--- config.mk ---
export PLATFORM = sky130hd
export DESIGN_NAME = dmt_timer
export DESIGN_NICKNAME = d
export VERILOG_FILES = /design/src/include/dmt_pkg.sv /design/src/include/dmt_tick_if.sv /design/src/logic/dmt_prescale.sv /design/src/logic/dmt_timer.sv
export SDC_FILE = /design/constraint.sdc
export NUM_CORES = 1
export LEC_CHECK = 0
export BUFFER_PORTS_ARGS = -buffer_cell sky130_fd_sc_hd__clkbuf_2
export CAP_MARGIN = 20
export CELL_PAD_IN_SITES_DETAIL_PLACEMENT = 1
export CELL_PAD_IN_SITES_GLOBAL_PLACEMENT = 1
export CORE_ASPECT_RATIO = 0.8
export CORE_UTILIZATION = 49
export CTS_BUF_LIST = sky130_fd_sc_hd__clkbuf_8
export CTS_CLUSTER_SIZE = 24
export DETAILED_ROUTE_END_ITERATION = 12
export PLACE_DENSITY = 0.86
export SLEW_MARGIN = 30
export SYNTH_ARGS = -nofsm -noshare
export SYNTH_HDL_FRONTEND = slang
export SYNTH_HIERARCHICAL = 1
export SYNTH_SLANG_ARGS = --single-unit
--- constraint.sdc ---
create_clock -name mclk -period 5.8 [get_ports mclk]
set_input_delay 0.58 -clock mclk [delete_from_list [all_inputs] [get_ports mclk]]
set_output_delay 0.58 -clock mclk [all_outputs]
set_load 0.03 [all_outputs]
--- src/include/dmt_pkg.sv ---
// Shared constants for the dual mode compare timer
package dmt_pkg;
    // ==========================================================
    // Register addresses on the 8-bit peripheral bus
    localparam logic [15:0] ADDR_CTRL = 16'hFFB6;
    localparam logic [15:0] ADDR_CTRL_STAT = 16'hFFB7;
    localparam logic [15:0] ADDR_CNT_HI = 16'hFFB8;
    localparam logic [15:0] ADDR_CNT_LO = 16'hFFB9;
    localparam logic [15:0] ADDR_CMP_HI = 16'hFFBA;
    localparam logic [15:0] ADDR_CMP_LO = 16'hFFBB;
    localparam logic [15:0] ADDR_CLK_STOP = 16'hFFFA;
    // ==========================================================
    // Reset values and the byte maximum
    localparam logic [7:0] RST_CTRL = 8'h00;
    localparam logic [7:0] RST_CNT = 8'h00;
    localparam logic [7:0] RST_CMP = 8'hFF;
    localparam logic [7:0] RST_CLK_STOP = 8'hFF;
    localparam logic [7:0] BYTE_MAX = 8'hFF;
    // Writable bits of the clock stop register; the rest read as one
    localparam logic [7:0] CLK_STOP_RW_MASK = 8'h35;
    // Value returned for the write-only control register and holes
    localparam logic [7:0] RD_FILL = 8'hFF;
    // ==========================================================
    // Field positions
    localparam int CTRL_OUT_LVL_UP = 7;
    localparam int CTRL_MODE_BIT = 6;
    localparam int CTRL_SEL_UP_LSB = 4;
    localparam int CTRL_OUT_LVL_LO = 3;
    localparam int CTRL_SEL_LO_LSB = 0;
    localparam int ST_WRAP_UP = 7;
    localparam int ST_MATCH_UP = 6;
    localparam int ST_WRAP_EN_UP = 5;
    localparam int ST_CLR_UP = 4;
    localparam int ST_WRAP_LO = 3;
    localparam int ST_MATCH_LO = 2;
    localparam int ST_WRAP_EN_LO = 1;
    localparam int ST_CLR_LO = 0;
    localparam int CLK_STOP_RUN_BIT = 2;
    // ==========================================================
    // Clock-select codes
    localparam logic [2:0] SEL_DIV32 = 3'h4;
    localparam logic [2:0] SEL_DIV16 = 3'h5;
    localparam logic [2:0] SEL_DIV4 = 3'h6;
    localparam logic [2:0] SEL_SUB4 = 3'h7;
    // ==========================================================
    // Prescaler: 5-bit phase counter, tap masks for each division
    localparam int PRE_WIDTH = 5;
    localparam logic [4:0] PRE_MASK_DIV4 = 5'h03;
    localparam logic [4:0] PRE_MASK_DIV16 = 5'h0F;
    localparam logic [4:0] PRE_MASK_DIV32 = 5'h1F;
endpackage

--- src/include/dmt_tick_if.sv ---
// Count-enable ticks from the prescaler to the timer core
`timescale 1ns/100ps
interface dmt_tick_if;
    logic tickDiv4;
    logic tickDiv16;
    logic tickDiv32;
    logic tickSub4;
    modport src (output tickDiv4, output tickDiv16, output tickDiv32, output tickSub4);
    modport dst (input tickDiv4, input tickDiv16, input tickDiv32, input tickSub4);
endinterface

--- src/logic/dmt_prescale.sv ---
// Prescaler producing one-cycle count enables from the system clock
`timescale 1ns/100ps
module dmt_prescale (
    // Clock and reset
    input wire logic mclk,
    input wire logic reset,
    // Subclock divided by four, one-cycle pulse synchronous to mclk
    input wire logic subClkDiv4,
    // Tick outputs
    dmt_tick_if.src tk
);
    logic [dmt_pkg::PRE_WIDTH-1:0] phase_r;

    // ==========================================================
    // Free-running phase; taps fire once per division period
    always_ff @(posedge mclk) begin
        if (reset) begin
            phase_r <= '0;
            tk.tickDiv4 <= 1'b0;
            tk.tickDiv16 <= 1'b0;
            tk.tickDiv32 <= 1'b0;
            tk.tickSub4 <= 1'b0;
        end else begin
            phase_r <= phase_r + 5'h01;
            tk.tickDiv4 <= (phase_r & dmt_pkg::PRE_MASK_DIV4) == dmt_pkg::PRE_MASK_DIV4;
            tk.tickDiv16 <= (phase_r & dmt_pkg::PRE_MASK_DIV16) == dmt_pkg::PRE_MASK_DIV16;
            tk.tickDiv32 <= phase_r == dmt_pkg::PRE_MASK_DIV32;
            tk.tickSub4 <= subClkDiv4;
        end
    end
endmodule

--- src/logic/dmt_timer.sv ---
// Dual mode compare timer: one 16-bit or two 8-bit counters with compare
`timescale 1ns/100ps
module dmt_timer (
    // Clock and reset
    input wire logic mclk,
    input wire logic reset,
    // Peripheral bus
    input wire logic [15:0] busAddr,
    input wire logic busWr,
    input wire logic busRd,
    input wire logic [7:0] busWrData,
    output logic [7:0] busRdData_r,
    // Subclock divided by four, one-cycle pulse
    input wire logic subClkDiv4,
    // Interrupt enables and request clears from the interrupt controller
    input wire logic irqEnUpper,
    input wire logic irqEnLower,
    input wire logic irqReqClrUpper,
    input wire logic irqReqClrLower,
    // Interrupt outputs
    output logic irqReqUpper_r,
    output logic irqReqLower_r,
    output logic irqUpper_r,
    output logic irqLower_r,
    // Toggle pins
    output logic togglePinUpper_r,
    output logic togglePinLower_r
);
    dmt_tick_if tk ();

    dmt_prescale u_pre (
        .mclk(mclk),
        .reset(reset),
        .subClkDiv4(subClkDiv4),
        .tk(tk.src)
    );

    logic [7:0] ctrlReg_r;
    logic [7:0] cntUp_r;
    logic [7:0] cntLo_r;
    logic [7:0] cmpUp_r;
    logic [7:0] cmpLo_r;
    logic [7:0] temp_r;
    logic [7:0] clkStop_r;
    logic wrapUp_r;
    logic matchUp_r;
    logic wrapEnUp_r;
    logic clrUp_r;
    logic wrapLo_r;
    logic matchLo_r;
    logic wrapEnLo_r;
    logic clrLo_r;
    logic [3:0] armed_r;

    // ==========================================================
    // Clock-select decode, shared by both halves
    function automatic logic selTick(input logic [2:0] sel, input logic t4,
                                     input logic t16, input logic t32, input logic ts);
        case (sel)
            dmt_pkg::SEL_DIV32: selTick = t32;
            dmt_pkg::SEL_DIV16: selTick = t16;
            dmt_pkg::SEL_DIV4: selTick = t4;
            dmt_pkg::SEL_SUB4: selTick = ts;
            default: selTick = 1'b0;
        endcase
    endfunction

    // ==========================================================
    // Bus decode
    wire wrCtrl = busWr && busAddr == dmt_pkg::ADDR_CTRL;
    wire wrStat = busWr && busAddr == dmt_pkg::ADDR_CTRL_STAT;
    wire wrCntUp = busWr && busAddr == dmt_pkg::ADDR_CNT_HI;
    wire wrCntLo = busWr && busAddr == dmt_pkg::ADDR_CNT_LO;
    wire wrCmpUp = busWr && busAddr == dmt_pkg::ADDR_CMP_HI;
    wire wrCmpLo = busWr && busAddr == dmt_pkg::ADDR_CMP_LO;
    wire wrStop = busWr && busAddr == dmt_pkg::ADDR_CLK_STOP;
    wire rdStat = busRd && busAddr == dmt_pkg::ADDR_CTRL_STAT;
    wire rdCntUp = busRd && busAddr == dmt_pkg::ADDR_CNT_HI;
    wire rdCmpUp = busRd && busAddr == dmt_pkg::ADDR_CMP_HI;

    // ==========================================================
    // Mode and count enables
    wire mode8 = ctrlReg_r[dmt_pkg::CTRL_MODE_BIT];
    wire running = clkStop_r[dmt_pkg::CLK_STOP_RUN_BIT];
    wire [2:0] selUp = ctrlReg_r[dmt_pkg::CTRL_SEL_UP_LSB +: 3];
    wire [2:0] selLo = ctrlReg_r[dmt_pkg::CTRL_SEL_LO_LSB +: 3];
    wire tickLo = running && selTick(selLo, tk.tickDiv4, tk.tickDiv16,
                                     tk.tickDiv32, tk.tickSub4);
    wire loAtMax = cntLo_r == dmt_pkg::BYTE_MAX;
    wire upAtMax = cntUp_r == dmt_pkg::BYTE_MAX;
    // Chained mode carries the low byte's wrap into the upper byte
    wire tickUp = mode8 ? (running && selTick(selUp, tk.tickDiv4, tk.tickDiv16,
                                              tk.tickDiv32, tk.tickSub4))
                        : (tickLo && loAtMax);

    // ==========================================================
    // Compare matches, taken at the count event while equal
    wire eqUp = cntUp_r == cmpUp_r;
    wire eqLo = cntLo_r == cmpLo_r;
    wire match16 = !mode8 && tickLo && eqUp && eqLo;
    wire matchUp8 = mode8 && tickUp && eqUp;
    wire matchLo8 = mode8 && tickLo && eqLo;
    wire clearFull = match16 && clrUp_r;
    wire clearUp = clearFull || (matchUp8 && clrUp_r);
    wire clearLo = clearFull || (matchLo8 && clrLo_r);
    wire wrap16 = !mode8 && tickLo && loAtMax && upAtMax && !clearFull;
    wire wrapUp8 = mode8 && tickUp && upAtMax && !clearUp;
    wire wrapLo8 = mode8 && tickLo && loAtMax && !clearLo;
    wire setWrapUp = wrap16 || wrapUp8;
    wire setMatchUp = match16 || matchUp8;

    // ==========================================================
    // Counter next values; a CPU write beats a count event
    wire commit16 = !mode8 && wrCntLo;
    wire [7:0] cntUp_nxt = (mode8 && wrCntUp) ? busWrData :
                           commit16 ? temp_r :
                           clearUp ? dmt_pkg::RST_CNT :
                           tickUp ? 8'(cntUp_r + 8'h01) : cntUp_r;
    wire [7:0] cntLo_nxt = wrCntLo ? busWrData :
                           clearLo ? dmt_pkg::RST_CNT :
                           tickLo ? 8'(cntLo_r + 8'h01) : cntLo_r;

    // ==========================================================
    // Status flag clearing: a zero written to an armed flag clears it
    wire [3:0] flagsNow = {wrapUp_r, matchUp_r, wrapLo_r, matchLo_r};
    wire [3:0] wrFlagBits = {busWrData[dmt_pkg::ST_WRAP_UP], busWrData[dmt_pkg::ST_MATCH_UP],
                             busWrData[dmt_pkg::ST_WRAP_LO], busWrData[dmt_pkg::ST_MATCH_LO]};
    wire [3:0] clrFlag = {4{wrStat}} & armed_r & ~wrFlagBits;
    wire [7:0] statRd = {wrapUp_r, matchUp_r, wrapEnUp_r, clrUp_r,
                         wrapLo_r, matchLo_r, wrapEnLo_r, clrLo_r};

    // ==========================================================
    // Read mux; 16-bit lower reads come from the latch
    wire [7:0] rdMux =
        (busAddr == dmt_pkg::ADDR_CTRL_STAT) ? statRd :
        (busAddr == dmt_pkg::ADDR_CNT_HI) ? cntUp_r :
        (busAddr == dmt_pkg::ADDR_CNT_LO) ? (mode8 ? cntLo_r : temp_r) :
        (busAddr == dmt_pkg::ADDR_CMP_HI) ? cmpUp_r :
        (busAddr == dmt_pkg::ADDR_CMP_LO) ? (mode8 ? cmpLo_r : temp_r) :
        (busAddr == dmt_pkg::ADDR_CLK_STOP) ? (clkStop_r | ~dmt_pkg::CLK_STOP_RW_MASK) :
        dmt_pkg::RD_FILL;

    // Upper write parks data; upper read parks the lower byte
    wire [7:0] temp_nxt = (!mode8 && (wrCntUp || wrCmpUp)) ? busWrData :
                          (!mode8 && rdCntUp) ? cntLo_r :
                          (!mode8 && rdCmpUp) ? cmpLo_r : temp_r;

    // Toggle pins: a control write sets the level, else matches invert
    wire togUp_nxt = wrCtrl ? busWrData[dmt_pkg::CTRL_OUT_LVL_UP] :
                     setMatchUp ? !togglePinUpper_r : togglePinUpper_r;
    wire togLo_nxt = wrCtrl ? busWrData[dmt_pkg::CTRL_OUT_LVL_LO] :
                     matchLo8 ? !togglePinLower_r : togglePinLower_r;

    // Requests: hardware set wins over a clear in the same cycle
    wire reqUp_nxt = setMatchUp || (setWrapUp && wrapEnUp_r) ||
                     (irqReqUpper_r && !irqReqClrUpper);
    wire reqLo_nxt = matchLo8 || (wrapLo8 && wrapEnLo_r) ||
                     (irqReqLower_r && !irqReqClrLower);

    // ==========================================================
    // Counters, compares, latch and bus read data
    always_ff @(posedge mclk) begin
        if (reset) begin
            cntUp_r <= dmt_pkg::RST_CNT;
            cntLo_r <= dmt_pkg::RST_CNT;
            cmpUp_r <= dmt_pkg::RST_CMP;
            cmpLo_r <= dmt_pkg::RST_CMP;
            temp_r <= dmt_pkg::RST_CNT;
            busRdData_r <= 8'h00;
        end else begin
            cntUp_r <= cntUp_nxt;
            cntLo_r <= cntLo_nxt;
            if (mode8 && wrCmpUp) begin
                cmpUp_r <= busWrData;
            end else if (!mode8 && wrCmpLo) begin
                cmpUp_r <= temp_r;
            end
            if (wrCmpLo) begin
                cmpLo_r <= busWrData;
            end
            temp_r <= temp_nxt;
            busRdData_r <= busRd ? rdMux : busRdData_r;
        end
    end

    // ==========================================================
    // Control, standby, status and output pins
    always_ff @(posedge mclk) begin
        if (reset) begin
            ctrlReg_r <= dmt_pkg::RST_CTRL;
            clkStop_r <= dmt_pkg::RST_CLK_STOP;
            {wrapUp_r, matchUp_r, wrapEnUp_r, clrUp_r} <= 4'h0;
            {wrapLo_r, matchLo_r, wrapEnLo_r, clrLo_r} <= 4'h0;
            armed_r <= 4'h0;
            togglePinUpper_r <= 1'b0;
            togglePinLower_r <= 1'b0;
            irqReqUpper_r <= 1'b0;
            irqReqLower_r <= 1'b0;
            irqUpper_r <= 1'b0;
            irqLower_r <= 1'b0;
        end else begin
            if (wrCtrl) begin
                ctrlReg_r <= busWrData;
            end
            if (wrStop) begin
                clkStop_r <= busWrData & dmt_pkg::CLK_STOP_RW_MASK;
            end
            if (wrStat) begin
                wrapEnUp_r <= busWrData[dmt_pkg::ST_WRAP_EN_UP];
                clrUp_r <= busWrData[dmt_pkg::ST_CLR_UP];
                wrapEnLo_r <= busWrData[dmt_pkg::ST_WRAP_EN_LO];
                clrLo_r <= busWrData[dmt_pkg::ST_CLR_LO];
            end
            // Set wins over clear; a one written has no effect
            wrapUp_r <= setWrapUp || (wrapUp_r && !clrFlag[3]);
            matchUp_r <= setMatchUp || (matchUp_r && !clrFlag[2]);
            wrapLo_r <= wrapLo8 || (wrapLo_r && !clrFlag[1]);
            matchLo_r <= matchLo8 || (matchLo_r && !clrFlag[0]);
            // Arming survives until a status write consumes it
            armed_r <= rdStat ? (armed_r | flagsNow) : (wrStat ? 4'h0 : armed_r);
            togglePinUpper_r <= togUp_nxt;
            togglePinLower_r <= togLo_nxt;
            irqReqUpper_r <= reqUp_nxt;
            irqReqLower_r <= reqLo_nxt;
            irqUpper_r <= irqReqUpper_r && irqEnUpper;
            irqLower_r <= irqReqLower_r && irqEnLower;
        end
    end

    // ==========================================================
    // Checks
    a_reset_counts: assert property (@(posedge mclk) reset |=>
        cntUp_r == 8'h00 && cntLo_r == 8'h00)
        else $error("counter not zero after reset");
    a_reset_compare: assert property (@(posedge mclk) reset |=>
        cmpUp_r == 8'hFF && cmpLo_r == 8'hFF)
        else $error("compare not all ones after reset");
    a_wrap_full: assert property (@(posedge mclk) disable iff (reset)
        (!mode8 && tickLo && cntUp_r == 8'hFF && cntLo_r == 8'hFF && !clrUp_r && !busWr)
        |=> wrapUp_r && cntUp_r == 8'h00 && cntLo_r == 8'h00
            && (irqReqUpper_r || !$past(wrapEnUp_r)))
        else $error("16-bit wrap not flagged");
    a_wrap_lower: assert property (@(posedge mclk) disable iff (reset)
        (wrapLo8 && wrapEnLo_r) |=> wrapLo_r && irqReqLower_r)
        else $error("lower wrap not flagged or requested");
    a_clear_full: assert property (@(posedge mclk) disable iff (reset)
        (match16 && clrUp_r && !busWr) |=> cntUp_r == 8'h00 && cntLo_r == 8'h00)
        else $error("full counter not cleared on match");
    a_clear_lower: assert property (@(posedge mclk) disable iff (reset)
        (matchLo8 && !clrLo_r && !wrCntLo) |=> cntLo_r == $past(cntLo_r) + 8'h01)
        else $error("lower counter cleared without clear enable");
    a_match_full: assert property (@(posedge mclk) disable iff (reset)
        match16 |=> matchUp_r && irqReqUpper_r ##1 irqUpper_r == $past(irqEnUpper))
        else $error("full match not flagged and requested");
    a_irq_gate: assert property (@(posedge mclk) disable iff (reset)
        irqLower_r |-> $past(irqReqLower_r) && $past(irqEnLower))
        else $error("lower interrupt without request and enable");
    a_toggle_up: assert property (@(posedge mclk) disable iff (reset)
        (setMatchUp && !wrCtrl) |=> togglePinUpper_r != $past(togglePinUpper_r))
        else $error("upper toggle pin did not invert on match");
    a_out_level: assert property (@(posedge mclk) disable iff (reset)
        wrCtrl |=> togglePinUpper_r == $past(busWrData[7])
                   && togglePinLower_r == $past(busWrData[3]))
        else $error("toggle pins not preset by control write");
    a_standby_halt: assert property (@(posedge mclk) disable iff (reset)
        (!running && !busWr) [*2] |-> $stable(cntUp_r) && $stable(cntLo_r))
        else $error("counter moved in module standby");
    a_write_wins: assert property (@(posedge mclk) disable iff (reset)
        (wrCntLo && tickLo) |=> cntLo_r == $past(busWrData))
        else $error("count event overrode CPU write");

    // ==========================================================
    // Mode, latch and flag checks
    a_chain_carry: assert property (@(posedge mclk) disable iff (reset)
        (!mode8 && tickLo && loAtMax && !clearFull && !busWr) |=> cntUp_r == $past(cntUp_r) + 8'h01)
        else $error("lower wrap did not carry into upper byte");
    a_lower_stop: assert property (@(posedge mclk) disable iff (reset)
        (!mode8 && selLo == 3'h0 && !busWr) |=> $stable(cntUp_r) && $stable(cntLo_r))
        else $error("stopped 16-bit counter moved");
    a_upper_sel: assert property (@(posedge mclk) disable iff (reset)
        (mode8 && selUp == dmt_pkg::SEL_SUB4 && !tk.tickSub4 && !busWr) |=> $stable(cntUp_r))
        else $error("upper counter moved without its tick");
    a_lower_sel: assert property (@(posedge mclk) disable iff (reset)
        (mode8 && selLo == dmt_pkg::SEL_DIV4 && !tk.tickDiv4 && !busWr) |=> $stable(cntLo_r))
        else $error("lower counter moved without its tick");
    a_match_lower: assert property (@(posedge mclk) disable iff (reset)
        matchLo8 |=> matchLo_r && irqReqLower_r)
        else $error("lower match not flagged and requested");
    a_clear_lower_hit: assert property (@(posedge mclk) disable iff (reset)
        (matchLo8 && clrLo_r && !wrCntLo) |=> cntLo_r == 8'h00)
        else $error("lower counter not cleared on match");
    a_toggle_low: assert property (@(posedge mclk) disable iff (reset)
        (matchLo8 && !wrCtrl) |=> togglePinLower_r != $past(togglePinLower_r))
        else $error("lower toggle pin did not invert on match");
    a_low_pin_quiet: assert property (@(posedge mclk) disable iff (reset)
        (!mode8 && !wrCtrl) |=> $stable(togglePinLower_r))
        else $error("lower toggle pin moved in 16-bit mode");
    a_latch_write: assert property (@(posedge mclk) disable iff (reset)
        (!mode8 && (wrCntUp || wrCmpUp)) |=> temp_r == $past(busWrData))
        else $error("upper write not parked in latch");
    a_latch_commit: assert property (@(posedge mclk) disable iff (reset)
        (!mode8 && wrCntLo) |=> cntUp_r == $past(temp_r) && cntLo_r == $past(busWrData))
        else $error("lower write did not commit both bytes");
    a_flag_hold_up: assert property (@(posedge mclk) disable iff (reset)
        (matchUp_r && !(wrStat && armed_r[2])) |=> matchUp_r)
        else $error("upper match flag lost without armed clear");
    a_flag_hold_low: assert property (@(posedge mclk) disable iff (reset)
        (matchLo_r && !(wrStat && armed_r[0])) |=> matchLo_r)
        else $error("lower match flag lost without armed clear");
    a_stat_config: assert property (@(posedge mclk) disable iff (reset)
        wrStat |=> wrapEnUp_r == $past(busWrData[dmt_pkg::ST_WRAP_EN_UP])
                   && clrUp_r == $past(busWrData[dmt_pkg::ST_CLR_UP])
                   && wrapEnLo_r == $past(busWrData[dmt_pkg::ST_WRAP_EN_LO])
                   && clrLo_r == $past(busWrData[dmt_pkg::ST_CLR_LO]))
        else $error("status control bits not written");
    a_ctrl_write: assert property (@(posedge mclk) disable iff (reset)
        wrCtrl |=> ctrlReg_r == $past(busWrData))
        else $error("control register not written");
    a_cmp_write: assert property (@(posedge mclk) disable iff (reset)
        wrCmpLo |=> cmpLo_r == $past(busWrData))
        else $error("lower compare byte not written");
    a_irq_upper: assert property (@(posedge mclk) disable iff (reset)
        irqUpper_r |-> $past(irqReqUpper_r) && $past(irqEnUpper))
        else $error("upper interrupt without request and enable");
endmodule
After elaboration in Yosys (flattened, before gate mapping)
Cells that the tools add are included.
{"block": "op_classes", "addsub": 3, "mul": 0, "div": 0, "magnitude_cmp": 0, "eq_ne": 22, "shift": 0, "mux": 29, "n_bitwise": 4, "reduce_logical": 79}
{"operator": "$mux 8", "count": 19}
{"operator": "$eq 16x16->1 const B", "count": 7}
{"operator": "$logic_and 1x1->1", "count": 47}
{"operator": "$eq 3x3->1 const B", "count": 8}
{"operator": "$add 8x1->8 const B", "count": 2}
{"operator": "$eq 8x8->1", "count": 2}
{"operator": "$eq 8x8->1 const B", "count": 2}
{"operator": "$logic_or 1x1->1", "count": 13}
{"operator": "$logic_not 1->1", "count": 12}
{"operator": "$and 4x4->4", "count": 2}
{"operator": "$mux 4", "count": 2}
{"operator": "$pmux 1 s4", "count": 2}
{"operator": "$reduce_bool 2->1", "count": 4}
{"operator": "$mux 6", "count": 1}
{"operator": "$reduce_bool 3->1", "count": 2}
{"operator": "$add 5x1->5 const B", "count": 1}
{"operator": "$eq 5x5->1 const B", "count": 1}
{"operator": "$mux 1", "count": 5}
{"operator": "$eq 4x4->1 const B", "count": 1}
{"operator": "$not 4->4", "count": 1}
{"operator": "$or 4x4->4", "count": 1}
{"operator": "$reduce_bool 4->1", "count": 1}
{"operator": "$eq 2x2->1 const B", "count": 1}
{"block": "word_totals", "ff_bits": 88, "latchBits": 0, "ramBits": 0, "romBits": 0, "in_bits": 33, "output_inout_bits": 14, "elab_cells": 165, "n_memories": 0}

Longest topological paths before layout
Gate-level depths: netlist of the first run.
{"block": "depth", "ltp_word": 15, "depth_mapped": 10, "ltp_nobuf": 7}

By module
Netlist of the first run, hierarchy kept.
{"mod": "dmt_timer", "n_inst": 1, "cells_per_inst": 576, "area_each_um2": 4499.3, "seq_area_each_um2": 1521.5}
{"mod": "dmt_prescale", "n_inst": 1, "cells_per_inst": 26, "area_each_um2": 309.0, "seq_area_each_um2": 180.2}

Least setup slack after synthesis of the first run
No wires, ideal clock.
{"block": "synth_timing", "path_kind": "input -> register", "from": "input busAddr[2]", "to": "register cmpUp_r[7]", "arrival_time_ns": 2.436, "required_time_ns": 5.669, "slack_ns": 3.233, "path_stages": 7, "n_path_buf": 0, "cell_sequence": "nand4bb_1 -> nor4b_4 -> nand2_1 -> nor3_4 -> mux2_1 -> nor2_1 -> o21ai_1"}
{"block": "synth_between", "elab_chain_cells": 4, "elab_cells_between_ends": 8}
{"element": "start, declared", "line": "dmt_timer.sv:8", "source": "input wire logic [15:0] busAddr,"}
{"element": "$eq 16x16->1 (on tied branches)", "line": "dmt_timer.sv:74, dmt_timer.sv:75"}
{"element": "$logic_and 1x1->1 (on tied branches)", "line": "dmt_timer.sv:74, dmt_timer.sv:75"}
{"element": "$logic_and 1x1->1 (on tied branches)", "line": "dmt_timer.sv:173, dmt_timer.sv:175"}
{"element": "$mux 8 or $reduce_bool 2->1 (tied branches)"}
{"element": "end signal, assigned", "line": "dmt_timer.sv:166", "source": "cmpUp_r <= dmt_pkg::RST_CMP;"}
{"element": "end signal, assigned", "line": "dmt_timer.sv:174", "source": "cmpUp_r <= busWrData;"}
{"element": "end signal, assigned", "line": "dmt_timer.sv:176", "source": "cmpUp_r <= temp_r;"}
{"element": "end, declared", "line": "dmt_timer.sv:41", "source": "logic [7:0] cmpUp_r;"}
Parallel ways exist; a longest one is shown, timed or not.
A chain may end at the register's enable or synchronous reset.

Worst setup path in the final report of the first run
{"block": "layout_timing", "from": "register ctrlReg_r[0]", "to": "register cntUp_r[1]"}
{"block": "layout_between", "elab_chain_cells": 12, "elab_cells_between_ends": 20}
{"element": "start, declared", "line": "dmt_timer.sv:38", "source": "logic [7:0] ctrlReg_r;"}
{"element": "start signal, assigned", "line": "dmt_timer.sv:190", "source": "ctrlReg_r <= dmt_pkg::RST_CTRL;"}
{"element": "start signal, assigned", "line": "dmt_timer.sv:203", "source": "ctrlReg_r <= busWrData;"}
{"element": "$eq 3x3->1", "line": "dmt_timer.sv:59", "source": "case (sel)"}
{"element": "$pmux 1 s4 (*)", "line": "dmt_timer.sv:59"}
{"element": "$logic_and 1x1->1 (*)", "line": "dmt_timer.sv:87", "source": "wire tickLo = running && selTick(selLo, tk.tickDiv4, tk.tickDiv16,"}
{"element": "$logic_and 1x1->1", "line": "dmt_timer.sv:94", "source": ": (tickLo && loAtMax);"}
{"element": "$mux 1", "line": "dmt_timer.sv:92", "source": "wire tickUp = mode8 ? (running && selTick(selUp, tk.tickDiv4, tk.tickDiv16,"}
{"element": "$logic_and 1x1->1 (2 in series)", "line": "dmt_timer.sv:101", "source": "wire matchUp8 = mode8 && tickUp && eqUp;"}
{"element": "$logic_and 1x1->1", "line": "dmt_timer.sv:104", "source": "wire clearUp = clearFull || (matchUp8 && clrUp_r);"}
{"element": "$logic_or 1x1->1", "line": "dmt_timer.sv:104"}
{"element": "$mux 8", "line": "dmt_timer.sv:117", "source": "clearUp ? dmt_pkg::RST_CNT :"}
{"element": "$mux 8", "line": "dmt_timer.sv:116", "source": "commit16 ? temp_r :"}
{"element": "$mux 8", "line": "dmt_timer.sv:115", "source": "wire [7:0] cntUp_nxt = (mode8 && wrCntUp) ? busWrData :"}
{"element": "end signal, assigned", "line": "dmt_timer.sv:164", "source": "cntUp_r <= dmt_pkg::RST_CNT;"}
{"element": "end signal, assigned", "line": "dmt_timer.sv:171", "source": "cntUp_r <= cntUp_nxt;"}
{"element": "end, declared", "line": "dmt_timer.sv:39", "source": "logic [7:0] cntUp_r;"}
Mark *: on every way between the ends. The rest lies on a longest branch, timed or not.

==> results by group, run 1 <==
Routing
  • DRC viols: 0
  • Routed WL: 17800 um
  • Post-route ant nets: 0
  • Iteration count of the initial detailed-routing pass: 5
  • Total number of vias: 4868
  • Via density: 6.60
  • Wire length per cell: 24.1 um
  • Initial DRC count: 420

Setup path
  • FF-to-FF Start: ctrlReg_r[0]$_SDFFE_PP0P_
  • Arr. time, crit path: 3.31 ns
  • Critical path fanouts, max: 14
  • Delay-heaviest family, CP: compound AO/OA/AOI/OAI gates
  • CP cell instances: mux2i_1, o22a_1, nor3_1, a311o_1, nor3b_2, nor3_1, a32o_1
  • CP peak stage delay: 0.74 ns
  • Setup CP Type: reg2reg
  • Critical Path Start: ctrlReg_r[0]$_SDFFE_PP0P_
  • Reg2reg end: cntUp_r[1]$_SDFFE_PP0P_
  • CP most frequent cell: nor3_1
  • Reg2Reg Setup Slack: 2.77 ns
  • Cell depth of the worst flop-to-flop path: 7
  • WP buf/inv: 0
  • CP Launch Type: flop
  • Req. time, crit path: 6.08 ns
  • CP max stage cell: nor3b_2
  • Capture point of the worst path: cntUp_r[1]$_SDFFE_PP0P_
  • Critical Path Stages: 7
  • Worst setup EP type: flop

Pwr
  • Sw Pwr: 0.318 mW
  • Power per Cell Area: 219 nW/um^2
  • Sequential Power Share: 51.8%
  • Total chip power: 1.15 mW
  • Internal: 0.834 mW
  • Logic gate share of total power: 7.8%
  • Leakage: 1.88 nW
  • Switching Share: 27.6%
  • Clk pwr share: 40.4%
  • VDD IR max: 0.185 mV

Place
  • Port Buffers: 46
  • Placer Congestion: 0.977
  • HPWL after DPL: 12700 um

Flow run
  • Max-Cap Viols: 0

Die
  • Initial Util: 51.9%
  • Row count: 31
  • Die H: 90.6 um
  • Die width: 113 um
  • Ports: 47
  • Die area: 10200 sq um
  • CORE AREA: 9270 sq um

Global routing
  • Total GRT Usage: 36.6%
  • GRT Residual Overflow: 0
  • Global-route wire length before repair: 28200 um
  • Vias in the first global route: 4991
  • Initial antenna violation count: 0
  • Largest net degree at the start of global routing: 64

Finish
  • Final design utilization: 56.7%
  • Sequential cell area: 1700 sq um
  • Multi-input gate area: 2900 sq um
  • Share of layout cells above drive strength 1: 12.8%
  • Number of diodes: 0
  • Area delta synth->final: 9.24%
  • Nets@finish: 655
  • Fill cells: 1157

CTS
  • H-tree depth: 3
  • Clock sinks: 85
  • Clk slew on worst S/H paths: 0.09 ns
  • Clock Latency Late Sink: 0.38 ns
  • Root Buffer: clkbuf_8
  • Post-CTS Hold Fix Bufs: 0
  • Post-CTS Setup Bufs: 0
  • TritonCTS Buffers: 9
  • CTS tree: yes
  • Longest Clk Path Bufs: 2
  • Cts repair resizes: 0

Timing
  • Unrepaired setup endpoints after global routing: no
  • Total Negative Setup Slacks: 0 ns
  • Max transition margin: 39.9%
  • Least-Margin Pin Slew: 0.898 ns
  • Max Fclk: 330 MHz
  • Final hold vios: 0
  • Clock Skew: 0.00599 ns
  • Slew Viols, Final: 0
  • Final Critical Period: 3.03 ns
  • Tcrit/Tclk final: 52.2%
  • Endpoints failing setup: 0

Logic synthesis
  • Post-synthesis sequential area ratio: 35.4%
  • Syn_nets: 639
  • Async SR Flop Fraction: 0%
  • Main synth FF type: dfxtp_1
  • Yosys warns: 6
  • Synth Instances: 602
  • Flop and latch count out of synthesis: 85
  • Synth Cell Area: 4810 sq um
  • EDFF count, synth: 0
  • Mean Syn Cell Area: 7.99 sq um
  • Netlist cell types: 65

Run status
  • Status: complete, no violations

Worst hold path
  • Hold path startpoint: subClkDiv4
  • Worst hold path type: in2reg
[worst min-delay path by stage]
stage | end | cells after the start | slack [ns]
after global routing | u_pre/tk.tickSub4$_SDFF_PP0_ | 2 | 0.41
after detailed placement | clrUp_r$_SDFFE_PP0P_ | 2 | 0.45
after floorplan | u_pre/phase_r[0]$_SDFF_PP0_ | 1 | 0.43
final | u_pre/tk.tickSub4$_SDFF_PP0_ | 2 | 0.41
after global placement | u_pre/phase_r[0]$_SDFF_PP0_ | 1 | 0.44
after CTS | u_pre/tk.tickSub4$_SDFF_PP0_ | 2 | 0.40
[metal layers]
| layer | vias to the layer above | track usage [%] | routed length, um |
|---|---|---|---|
| met3 | 37 | 8.66 | 1340 |
| li1 | 2218 | - | - |
| met1 | 2399 | 47.2 | 7820 |
| met5 | - | 0 | 0 |
| met2 | 214 | 59.5 | 8180 |
| met4 | 0 | 12.9 | 434 |
[Yosys cell counts, drive strengths merged, types with 2 or more instances]
library cell | n | area [sq um]
o22ai | 6 | 37.5
o21ai | 27 | 135
buf | 7 | 35.0
mux2i | 19 | 190
nand2b | 11 | 68.8
inv | 10 | 37.5
xnor2 | 18 | 158
a32o | 6 | 60.1
nand3 | 27 | 140
o221ai | 7 | 61.3
nor3 | 22 | 121
nor3b | 3 | 27.5
a311o | 4 | 40.0
nor4 | 5 | 37.5
ha | 4 | 50.1
a21oi | 61 | 305
nor2 | 59 | 221
a31oi | 5 | 31.3
and2 | 3 | 18.8
or2 | 4 | 25.0
nor4b | 3 | 41.3
xor2 | 10 | 87.6
nand3b | 3 | 22.5
clkbuf | 38 | 144
a21o | 6 | 45.0
or3 | 5 | 31.3
dfxtp | 85 | 1700
o211ai | 6 | 45.0
a22oi | 9 | 67.6
nand4 | 12 | 75.1
nand4b | 2 | 17.5
and3 | 13 | 87.6
mux2 | 9 | 105
a2111oi | 6 | 52.6
a211oi | 7 | 52.6
nand2 | 49 | 184
and4 | 3 | 26.3
nor2b | 15 | 93.8
or4 | 3 | 22.5
[state kept, by name, indices dropped and copies added, names as in the netlist, 4 cells and up]
signal and cells:
armed_r 4, busRdData_r 8, clkStop_r 4, cmpLo_r 8, cmpUp_r 8, cntLo_r 8
cntUp_r 8, ctrlReg_r 6, temp_r 8, u_pre/phase_r 5
[cell families (layout without fill, tap and decap cells)]
kind of cell               count (synthesis)  after routing  share of synthesized area (%)
xor gates and xnor gates                  28             28                           5.10
DFF                                       85             85                           35.4
and+or+nand+nor                          244            244                           26.7
muxes                                     29             29                           6.61
adders and majority gates                  4              4                           1.04
AOI/OAI and AO/OA                        157            157                           20.7
buffers and inverters                     55             76                           4.50
[per-stage QoR]
stage / setup slack, ns / cells / hold WS [ns] / area (sq um)
final: 2.77 / 738 / 0.408 / 5250
after global placement: 2.63 / 722 / 0.439 / 5030
after floorplan: 3.23 / 602 / 0.429 / 4810
after global routing: 2.55 / 738 / 0.409 / 5250
after CTS: 2.82 / 738 / 0.404 / 5250
after detailed placement: 2.58 / 722 / 0.453 / 5030
[worst reg2reg max path, delay by kind of cell, from the launching register on]
family           cells  cell delay [ns]
AND/OR/NAND/NOR      3             1.07
multiplexers         1             0.32
flip-flops           1             0.39
AO/OA/AOI/OAI        3             1.15
[area by class of cell]
type / instances / area share [%]
Multi-Input combinational cell: 462 / 55.1
Sequential cell: 85 / 32.4
Timing Repair Buffer: 50 / 4.95
Tap cell: 115 / 2.74
Clock buffer: 10 / 2.62
Clock inverter: 6 / 1.45
Inverter: 10 / 0.715
[layout by cell type, fill, tap and decap left out, types with 6 or more instances in the layout]
cell type	count
inv_1	8
a22oi_1	9
a32o_1	6
o211ai_1	6
xor2_1	10
o21ai_0	19
dfxtp_1	85
mux2i_1	19
nor2_1	59
clkbuf_8	10
o21ai_1	8
xnor2_1	18
o22ai_1	6
a211oi_1	7
nand2b_1	11
a21o_1	6
a21oi_1	61
nand3_1	26
nor3_1	20
nand2_1	49
nand4_1	12
and3_1	11
mux2_1	7
a2111oi_0	6
o221ai_1	7
nor2b_1	15
clkbuf_2	46
[power groups by stage]
stage               clock (mW)  combinational [mW]  sequential, mW
floorplan                    0              0.0434           0.614
global placement             0              0.0846           0.610
detailed placement           0              0.0877           0.610
CTS                      0.473              0.0883           0.596
global route             0.493              0.0953           0.597
finish                   0.465              0.0901           0.597
(Power assumes the default switching activity.)
==> run 2: changes to the inputs <==
--- a/config.mk
+++ b/config.mk
@@ -5,16 +5,17 @@
 export SDC_FILE = /design/constraint.sdc
 export NUM_CORES = 1
 export LEC_CHECK = 0
+export ABC_AREA = 1
 export BUFFER_PORTS_ARGS = -buffer_cell sky130_fd_sc_hd__clkbuf_2
 export CAP_MARGIN = 20
 export CELL_PAD_IN_SITES_DETAIL_PLACEMENT = 1
 export CELL_PAD_IN_SITES_GLOBAL_PLACEMENT = 1
 export CORE_ASPECT_RATIO = 0.8
-export CORE_UTILIZATION = 49
+export CORE_UTILIZATION = 44
 export CTS_BUF_LIST = sky130_fd_sc_hd__clkbuf_8
 export CTS_CLUSTER_SIZE = 24
 export DETAILED_ROUTE_END_ITERATION = 12
-export PLACE_DENSITY = 0.86
+export PLACE_DENSITY = 0.82
 export SLEW_MARGIN = 30
 export SYNTH_ARGS = -nofsm -noshare
 export SYNTH_HDL_FRONTEND = slang
==> constraint.sdc (replaced) <==
create_clock -name mclk -period 3.2 [get_ports mclk]
set_input_delay 0.32 -clock mclk [delete_from_list [all_inputs] [get_ports mclk]]
set_output_delay 0.32 -clock mclk [all_outputs]
set_load 0.03 [all_outputs]
==> results by group, run 2 <==
Run status
  • Status: complete, no violations

Setup path
  • Critical path fanouts, max: 27 (+13)
  • CP Launch Type: flop
  • Reg2Reg Setup Slack: 0.95 ns (-1.82 ns)
  • Worst setup EP type: flop
  • Arr. time, crit path: 2.52 ns (-0.79 ns)
  • Setup CP Type: reg2reg
  • Cell depth of the worst flop-to-flop path: 6 (-1)
  • Req. time, crit path: 3.47 ns (-2.61 ns)

CTS
  • Post-CTS Hold Fix Bufs: 0 (unchanged)
  • Root Buffer: clkbuf_8
  • Clk slew on worst S/H paths: 0.10 ns (about the same)
  • Cts repair resizes: 0 (unchanged)
  • Clock Latency Late Sink: 0.38 ns (about the same)
  • CTS tree: yes
  • Post-CTS Setup Bufs: 0 (unchanged)
  • H-tree depth: 3 (unchanged)
  • Longest Clk Path Bufs: 2 (unchanged)
  • Clock sinks: 85 (unchanged)
  • TritonCTS Buffers: 9 (unchanged)

Logic synthesis
  • Async SR Flop Fraction: 0% (unchanged)
  • EDFF count, synth: 0 (unchanged)
  • Synth top area share: 32.8% (-2.6 points)
  • Cell taking the most area after synthesis: dfxtp_1
  • Synth top area cells: dfxtp_1 (33%), nand2_1 (16%), a21oi_1 (5.7%)
  • Synth cell count leaders: nand2_1 (218), dfxtp_1 (85), inv_1 (77)
  • Mean Syn Cell Area: 6.50 sq um (-19%)
  • Flop and latch count out of synthesis: 85 (unchanged)
  • Top-count cell post-synth: nand2_1
  • Netlist cell types: 44 (-32%)
  • Syn_nets: 835 (+31%)
  • Synth Cell Area: 5190 sq um (+7.9%)
  • Post-synthesis sequential area ratio: 32.8% (-2.6 points)
  • Yosys warns: 6 (unchanged)
  • Synth Instances: 798 (+33%)
  • Main synth FF type: dfxtp_1

Finish
  • Area delta synth->final: 10.4%
  • Fill cells: 1575 (+36%)
  • Nets@finish: 874 (+33%)
  • Share of layout cells above drive strength 1: 16.2% (+3.3 points)
  • Commonest non-fill, non-tap cell in the layout: nand2_1
  • Number of diodes: 0 (unchanged)
  • Post-layout instance area: 5730 sq um (+9.1%)
  • Most frequent cells in the layout: nand2_1 (218), dfxtp_1 (85), inv_1 (77)

Timing
  • Hold slack final: 0.128 ns (-0.280 ns)
  • Max Fclk: 445 MHz (+35%)
  • Unrepaired setup endpoints after global routing: no
  • Final Critical Period: 2.25 ns (-0.780 ns)
  • Slew Viols, Final: 0 (unchanged)
  • Endpoints failing setup: 0 (unchanged)
  • Tcrit/Tclk final: 70.3% (+18 points)
  • Total Negative Setup Slacks: 0 ns (unchanged)
  • Least-Margin Pin Slew: 0.912 ns (+0.0147 ns)
  • Max transition margin: 38.8% (-1.1 points)
  • Clock Skew: 0.00933 ns (+0.00335 ns)
  • Final hold vios: 0 (unchanged)

Global routing
  • Global-route wire length before repair: 30900 um (+9.8%)
  • Initial antenna violation count: 0 (unchanged)
  • Largest net degree at the start of global routing: 41 (-36%)
  • Total GRT Usage: 34.1% (-2.4 points)
  • GRT Residual Overflow: 0 (unchanged)
  • Vias in the first global route: 5569 (+12%)

Routing
  • Via density: 5.77 (-12%)
  • Initial DRC count: 467 (+11%)
  • Total number of vias: 5711 (+17%)
  • Iteration count of the initial detailed-routing pass: 5 (unchanged)
  • Wire length per cell: 20.3 um (-16%)
  • DRC viols: 0 (unchanged)
  • Post-route ant nets: 0 (unchanged)
  • Routed WL: 20100 um (+13%)

Die
  • CORE AREA: 11500 sq um (+24%)
  • Die width: 123 um (+9.5%)
  • Row count: 35 (+13%)
  • Die area: 12200 sq um (+20%)
  • Ports: 47 (unchanged)
  • Die H: 99.1 um (+9.4%)
  • Initial Util: 45.1% (-6.8 points)

Pwr
  • Power per Cell Area: 369 nW/um^2 (+68%)
  • VDD IR max: 0.256 mV (+38%)
  • Leakage: 2.61 nW (+39%)

Place
  • HPWL after DPL: 15500 um (+22%)
  • Placed Area: 5510 sq um (+9.5%)
  • Port Buffers: 46 (unchanged)
  • Placer Congestion: 0.906 (-7.3%)

Worst hold path
  • Worst hold path type: in2reg
  • Hold depth: 3 (+1)

Flow run
  • Max-Cap Viols: 0 (unchanged)
-- run 2: cell count changes in the layout (fill, tap and decap cells not counted), sizes merged, moves of 15 or more --
cell and delta:
nand2 +175, inv +98, nor2 +29, o211ai +26, o21ai +21, mux2i -19, nand3 +17, xnor2 -16
nor2b -15
-- run 2: worst paths after layout --
check | end | start
worst max-delay path | cntUp_r[1]$_SDFFE_PP0P_ | ctrlReg_r[6]$_SDFFE_PP0P_
worst min-delay path | u_pre/tk.tickSub4$_SDFF_PP0_ | subClkDiv4
worst max register to register | cntUp_r[1]$_SDFFE_PP0P_ | ctrlReg_r[6]$_SDFFE_PP0P_
worst min register to register | irqLower_r$_SDFF_PP0_ | irqReqLower_r$_SDFF_PP0_
-- run 2: final cells by class --
cell class	count	area [sq um]	area share [%]
sequential	85	1700	29.7
clock buffer	9	124	2.16
inverter	112	420	7.34
timing repair buffer	50	260	4.54
clock inverter	6	93.8	1.64
multi-input combinational	579	2950	51.4
tap	148	185	3.23
-- run 2: metal layers --
layer / vias to the layer above / routed length, um / GRT usage, %
met2: 212 / 9190 / 54.5
li1: 2699 / - / -
met4: 0 / 392 / 8.99
met1: 2774 / 9010 / 47.4
met5: - / 0 / 0
met3: 26 / 1510 / 5.91
-- run 2: metrics by stage --
stage	std cells	utilization (%)	setup WS (ns)	power (mW)
3_5_place_dp	974	47.9	0.846	1.25
5_1_grt	989	49.8	0.819	2.17
6_report	989	49.8	0.951	2.12
2_1_floorplan	798	-	1.62	1.18
4_1_cts	989	49.8	1.03	2.13
3_3_place_gp	974	47.9	0.836	1.24
-- run 2: cells by family after synthesis --
kind of cell / Yosys count / synth area share [%]
adders and majority gates: 4 / 0.964
DFF: 85 / 32.8
AOI/OAI and AO/OA: 169 / 19.7
buffers and inverters: 134 / 10.5
and+or+nand+nor: 397 / 34.5
xor gates and xnor gates: 9 / 1.52
-- run 2: critical path, cell delays in order, from the launching register on --
cell and delay, ns:
dfxtp_1 0.35, buf_4 0.33, inv_2 0.20, nor3_4 0.68
nor2_4 0.16, nand3_2 0.30, a21oi_2 0.10
-- run 2: report_power, final --
group | switching [mW] | internal (mW)
clock | 0.450 | 0.443
sequential | 0.00677 | 1.07
combinational | 0.110 | 0.0388
==> run 3: changes to the inputs <==
==> constraint.sdc (replaced) <==
create_clock -name mclk -period 2.1 [get_ports mclk]
set_input_delay 0.21 -clock mclk [delete_from_list [all_inputs] [get_ports mclk]]
set_output_delay 0.21 -clock mclk [all_outputs]
set_load 0.03 [all_outputs]
==> results by group, run 3 (synthesis results as in run 2) <==
Global routing
  • GR Layer Usage met2: 54.8% (+0.30 points)
  • M1 GR Usage: 44.9% (-2.4 points)
  • Initial antenna violation count: 0 (unchanged)
  • Total GRT Usage: 34.3% (+0.14 points)
  • Global-route wire length before repair: 31400 um (+1.5%)
  • Vias in the first global route: 5916 (+6.2%)
  • Met3 Use GR: 6.71% (+0.80 points)
  • GRT Residual Overflow: 0 (unchanged)
  • GRT busiest layer: met2
  • Largest net degree at the start of global routing: 47 (+15%)

Finish
  • Commonest non-fill, non-tap cell in the layout: nand2_1
  • Nets@finish: 888 (+1.6%)
  • Area delta synth->final: 13.1%
  • Post-layout instance area: 5870 sq um (+2.4%)
  • Share of layout cells above drive strength 1: 17.7% (+1.5 points)
  • Fill cells: 1572 (-0.19%)
  • Most frequent cells in the layout: nand2_1 (218), dfxtp_1 (84), inv_1 (77)
  • Number of diodes: 0 (unchanged)

Flow run
  • Max-Cap Viols: 0 (unchanged)

Worst hold path
  • Hold path endpoint: u_pre/tk.tickSub4$_SDFF_PP0_
  • Hold depth: 3 (unchanged)
  • Hold path startpoint: subClkDiv4
  • Worst hold path type: in2reg

Routing
  • Via density: 5.77 (about the same)
  • Total number of vias: 5791 (+1.4%)
  • Wire length per cell: 19.8 um (-2.8%)
  • Iteration count of the initial detailed-routing pass: 5 (unchanged)
  • DRC viols: 0 (unchanged)
  • Post-route ant nets: 0 (unchanged)
  • Routed WL: 19800 um (-1.4%)
  • Initial DRC count: 510 (+9.2%)

CTS
  • CTS tree: yes
  • Post-CTS Hold Fix Bufs: 0 (unchanged)
  • Clock Latency Late Sink: 0.37 ns (about the same)
  • TritonCTS Buffers: 9 (unchanged)
  • Longest Clk Path Bufs: 2 (unchanged)
  • H-tree depth: 3 (unchanged)
  • Clk slew on worst S/H paths: 0.10 ns (about the same)
  • Cts repair resizes: 0 (unchanged)
  • Root Buffer: clkbuf_8
  • Post-CTS Setup Bufs: 0 (unchanged)
  • Clock sinks: 85 (unchanged)

Die
  • Die H: 99.1 um (unchanged)
  • Row count: 35 (unchanged)
  • Die width: 123 um (unchanged)
  • Die area: 12200 sq um (unchanged)
  • CORE AREA: 11500 sq um (unchanged)
  • Initial Util: 45.1% (unchanged)
  • Ports: 47 (unchanged)

Timing
  • Total Negative Setup Slacks: 0 ns (unchanged)
  • Max Fclk: 507 MHz (+14%)
  • Endpoints failing setup: 0 (unchanged)
  • Max transition margin: 63.1% (+24 points)
  • Slew Viols, Final: 0 (unchanged)
  • Clock Skew: 0.0168 ns (+0.00743 ns)
  • Tcrit/Tclk final: 93.9% (+24 points)
  • Unrepaired setup endpoints after global routing: no
  • Least-Margin Pin Slew: 0.551 ns (-0.361 ns)
  • Final Critical Period: 1.97 ns (-0.276 ns)
  • Final hold vios: 0 (unchanged)

Setup path
  • FF-to-FF Start: cntUp_r[1]$_SDFFE_PP0P_
  • CP Launch Type: flop
  • Reg2reg end: irqReqUpper_r$_SDFF_PP0_
  • Worst setup EP type: flop
  • Req. time, crit path: 2.40 ns (-1.07 ns)
  • CP most frequent cell: nand3_1
  • Setup CP Type: reg2reg
  • CP peak stage delay: 0.44 ns (-0.24 ns)
  • Cell depth of the worst flop-to-flop path: 9 (+3)
  • Reg2Reg Setup Slack: 0.13 ns (-0.82 ns)
  • CP cell instances: ha_1, nand3_1, nor3_1, nand3_1, nor2_1, nand3_1, nand2_1, nand2_1, a21oi_1
  • Arr. time, crit path: 2.27 ns (-0.25 ns)
  • Critical path fanouts, max: 5 (-81%)
  • CP max stage cell: dfxtp_1

Pwr
  • Leakage: 2.68 nW (+3.0%)
  • VDD IR max: 0.569 mV (+120%)
  • Power per Cell Area: 546 nW/um^2 (+48%)

Place
  • Port Buffers: 46 (unchanged)
  • Placer Congestion: 0.977 (+7.8%)
  • Placed Area: 5640 sq um (+2.4%)
  • HPWL after DPL: 15400 um (-0.41%)

Run status
  • Status: complete, no violations
## run 3: routing by layer
metal  up-vias  wire length [um]
li1       2724                 -
met1      2777              8940
met2       241              8820
met3        49              1390
met4         0               679
met5         -                 0
## run 3: worst max-delay path, delay by kind of cell (launching register included)
family	cells	cell delay, ns
DFF	1	0.44
AOI/OAI and AO/OA	1	0.13
and+or+nand+nor	7	1.09
adders and majority gates	1	0.25
## run 3: cell type report
cell class	instances	area (sq um)	share of cell area, %
multi-input combinational	579	2950	50.3
sequential	85	1700	29.0
inverter	112	420	7.16
timing repair buffer	64	390	6.65
tap	148	185	3.15
clock buffer	9	124	2.11
clock inverter	6	95.1	1.62
## run 3: how the worst max path moves through the flow
stage	startpoint	to	cells after the start
6_report	cntUp_r[1]$_SDFFE_PP0P_	irqReqUpper_r$_SDFF_PP0_	9
5_1_grt	cntLo_r[7]$_SDFFE_PP0P_	cntLo_r[3]$_SDFFE_PP0P_	12
4_1_cts	cntUp_r[4]$_SDFFE_PP0P_	cntUp_r[0]$_SDFFE_PP0P_	11
3_5_place_dp	busAddr[6]	wrapUp_r$_SDFF_PP0_	11
3_3_place_gp	busAddr[6]	wrapUp_r$_SDFF_PP0_	11
2_1_floorplan	cntLo_r[1]$_SDFFE_PP0P_	cntUp_r[0]$_SDFFE_PP0P_	10
## run 3: per-stage QoR
step	total power, mW	setup WS, ns	utilization (%)	hold slack (ns)	std cells
2_1_floorplan	1.79	0.532	-	0.317	798
3_3_place_gp	1.90	0.0760	49.0	0.405	988
3_5_place_dp	1.91	0.0660	49.0	0.416	988
4_1_cts	3.22	0.152	50.9	0.0163	1003
5_1_grt	3.31	0.0132	51.0	0.0175	1003
6_report	3.21	0.127	51.0	0.0288	1003
## run 3: power by group
group | switching (mW) | internal [mW] | total, mW
Clock | 0.654 | 0.677 | 1.33
Sequential | 0.0117 | 1.63 | 1.64
Combinational | 0.172 | 0.0655 | 0.238
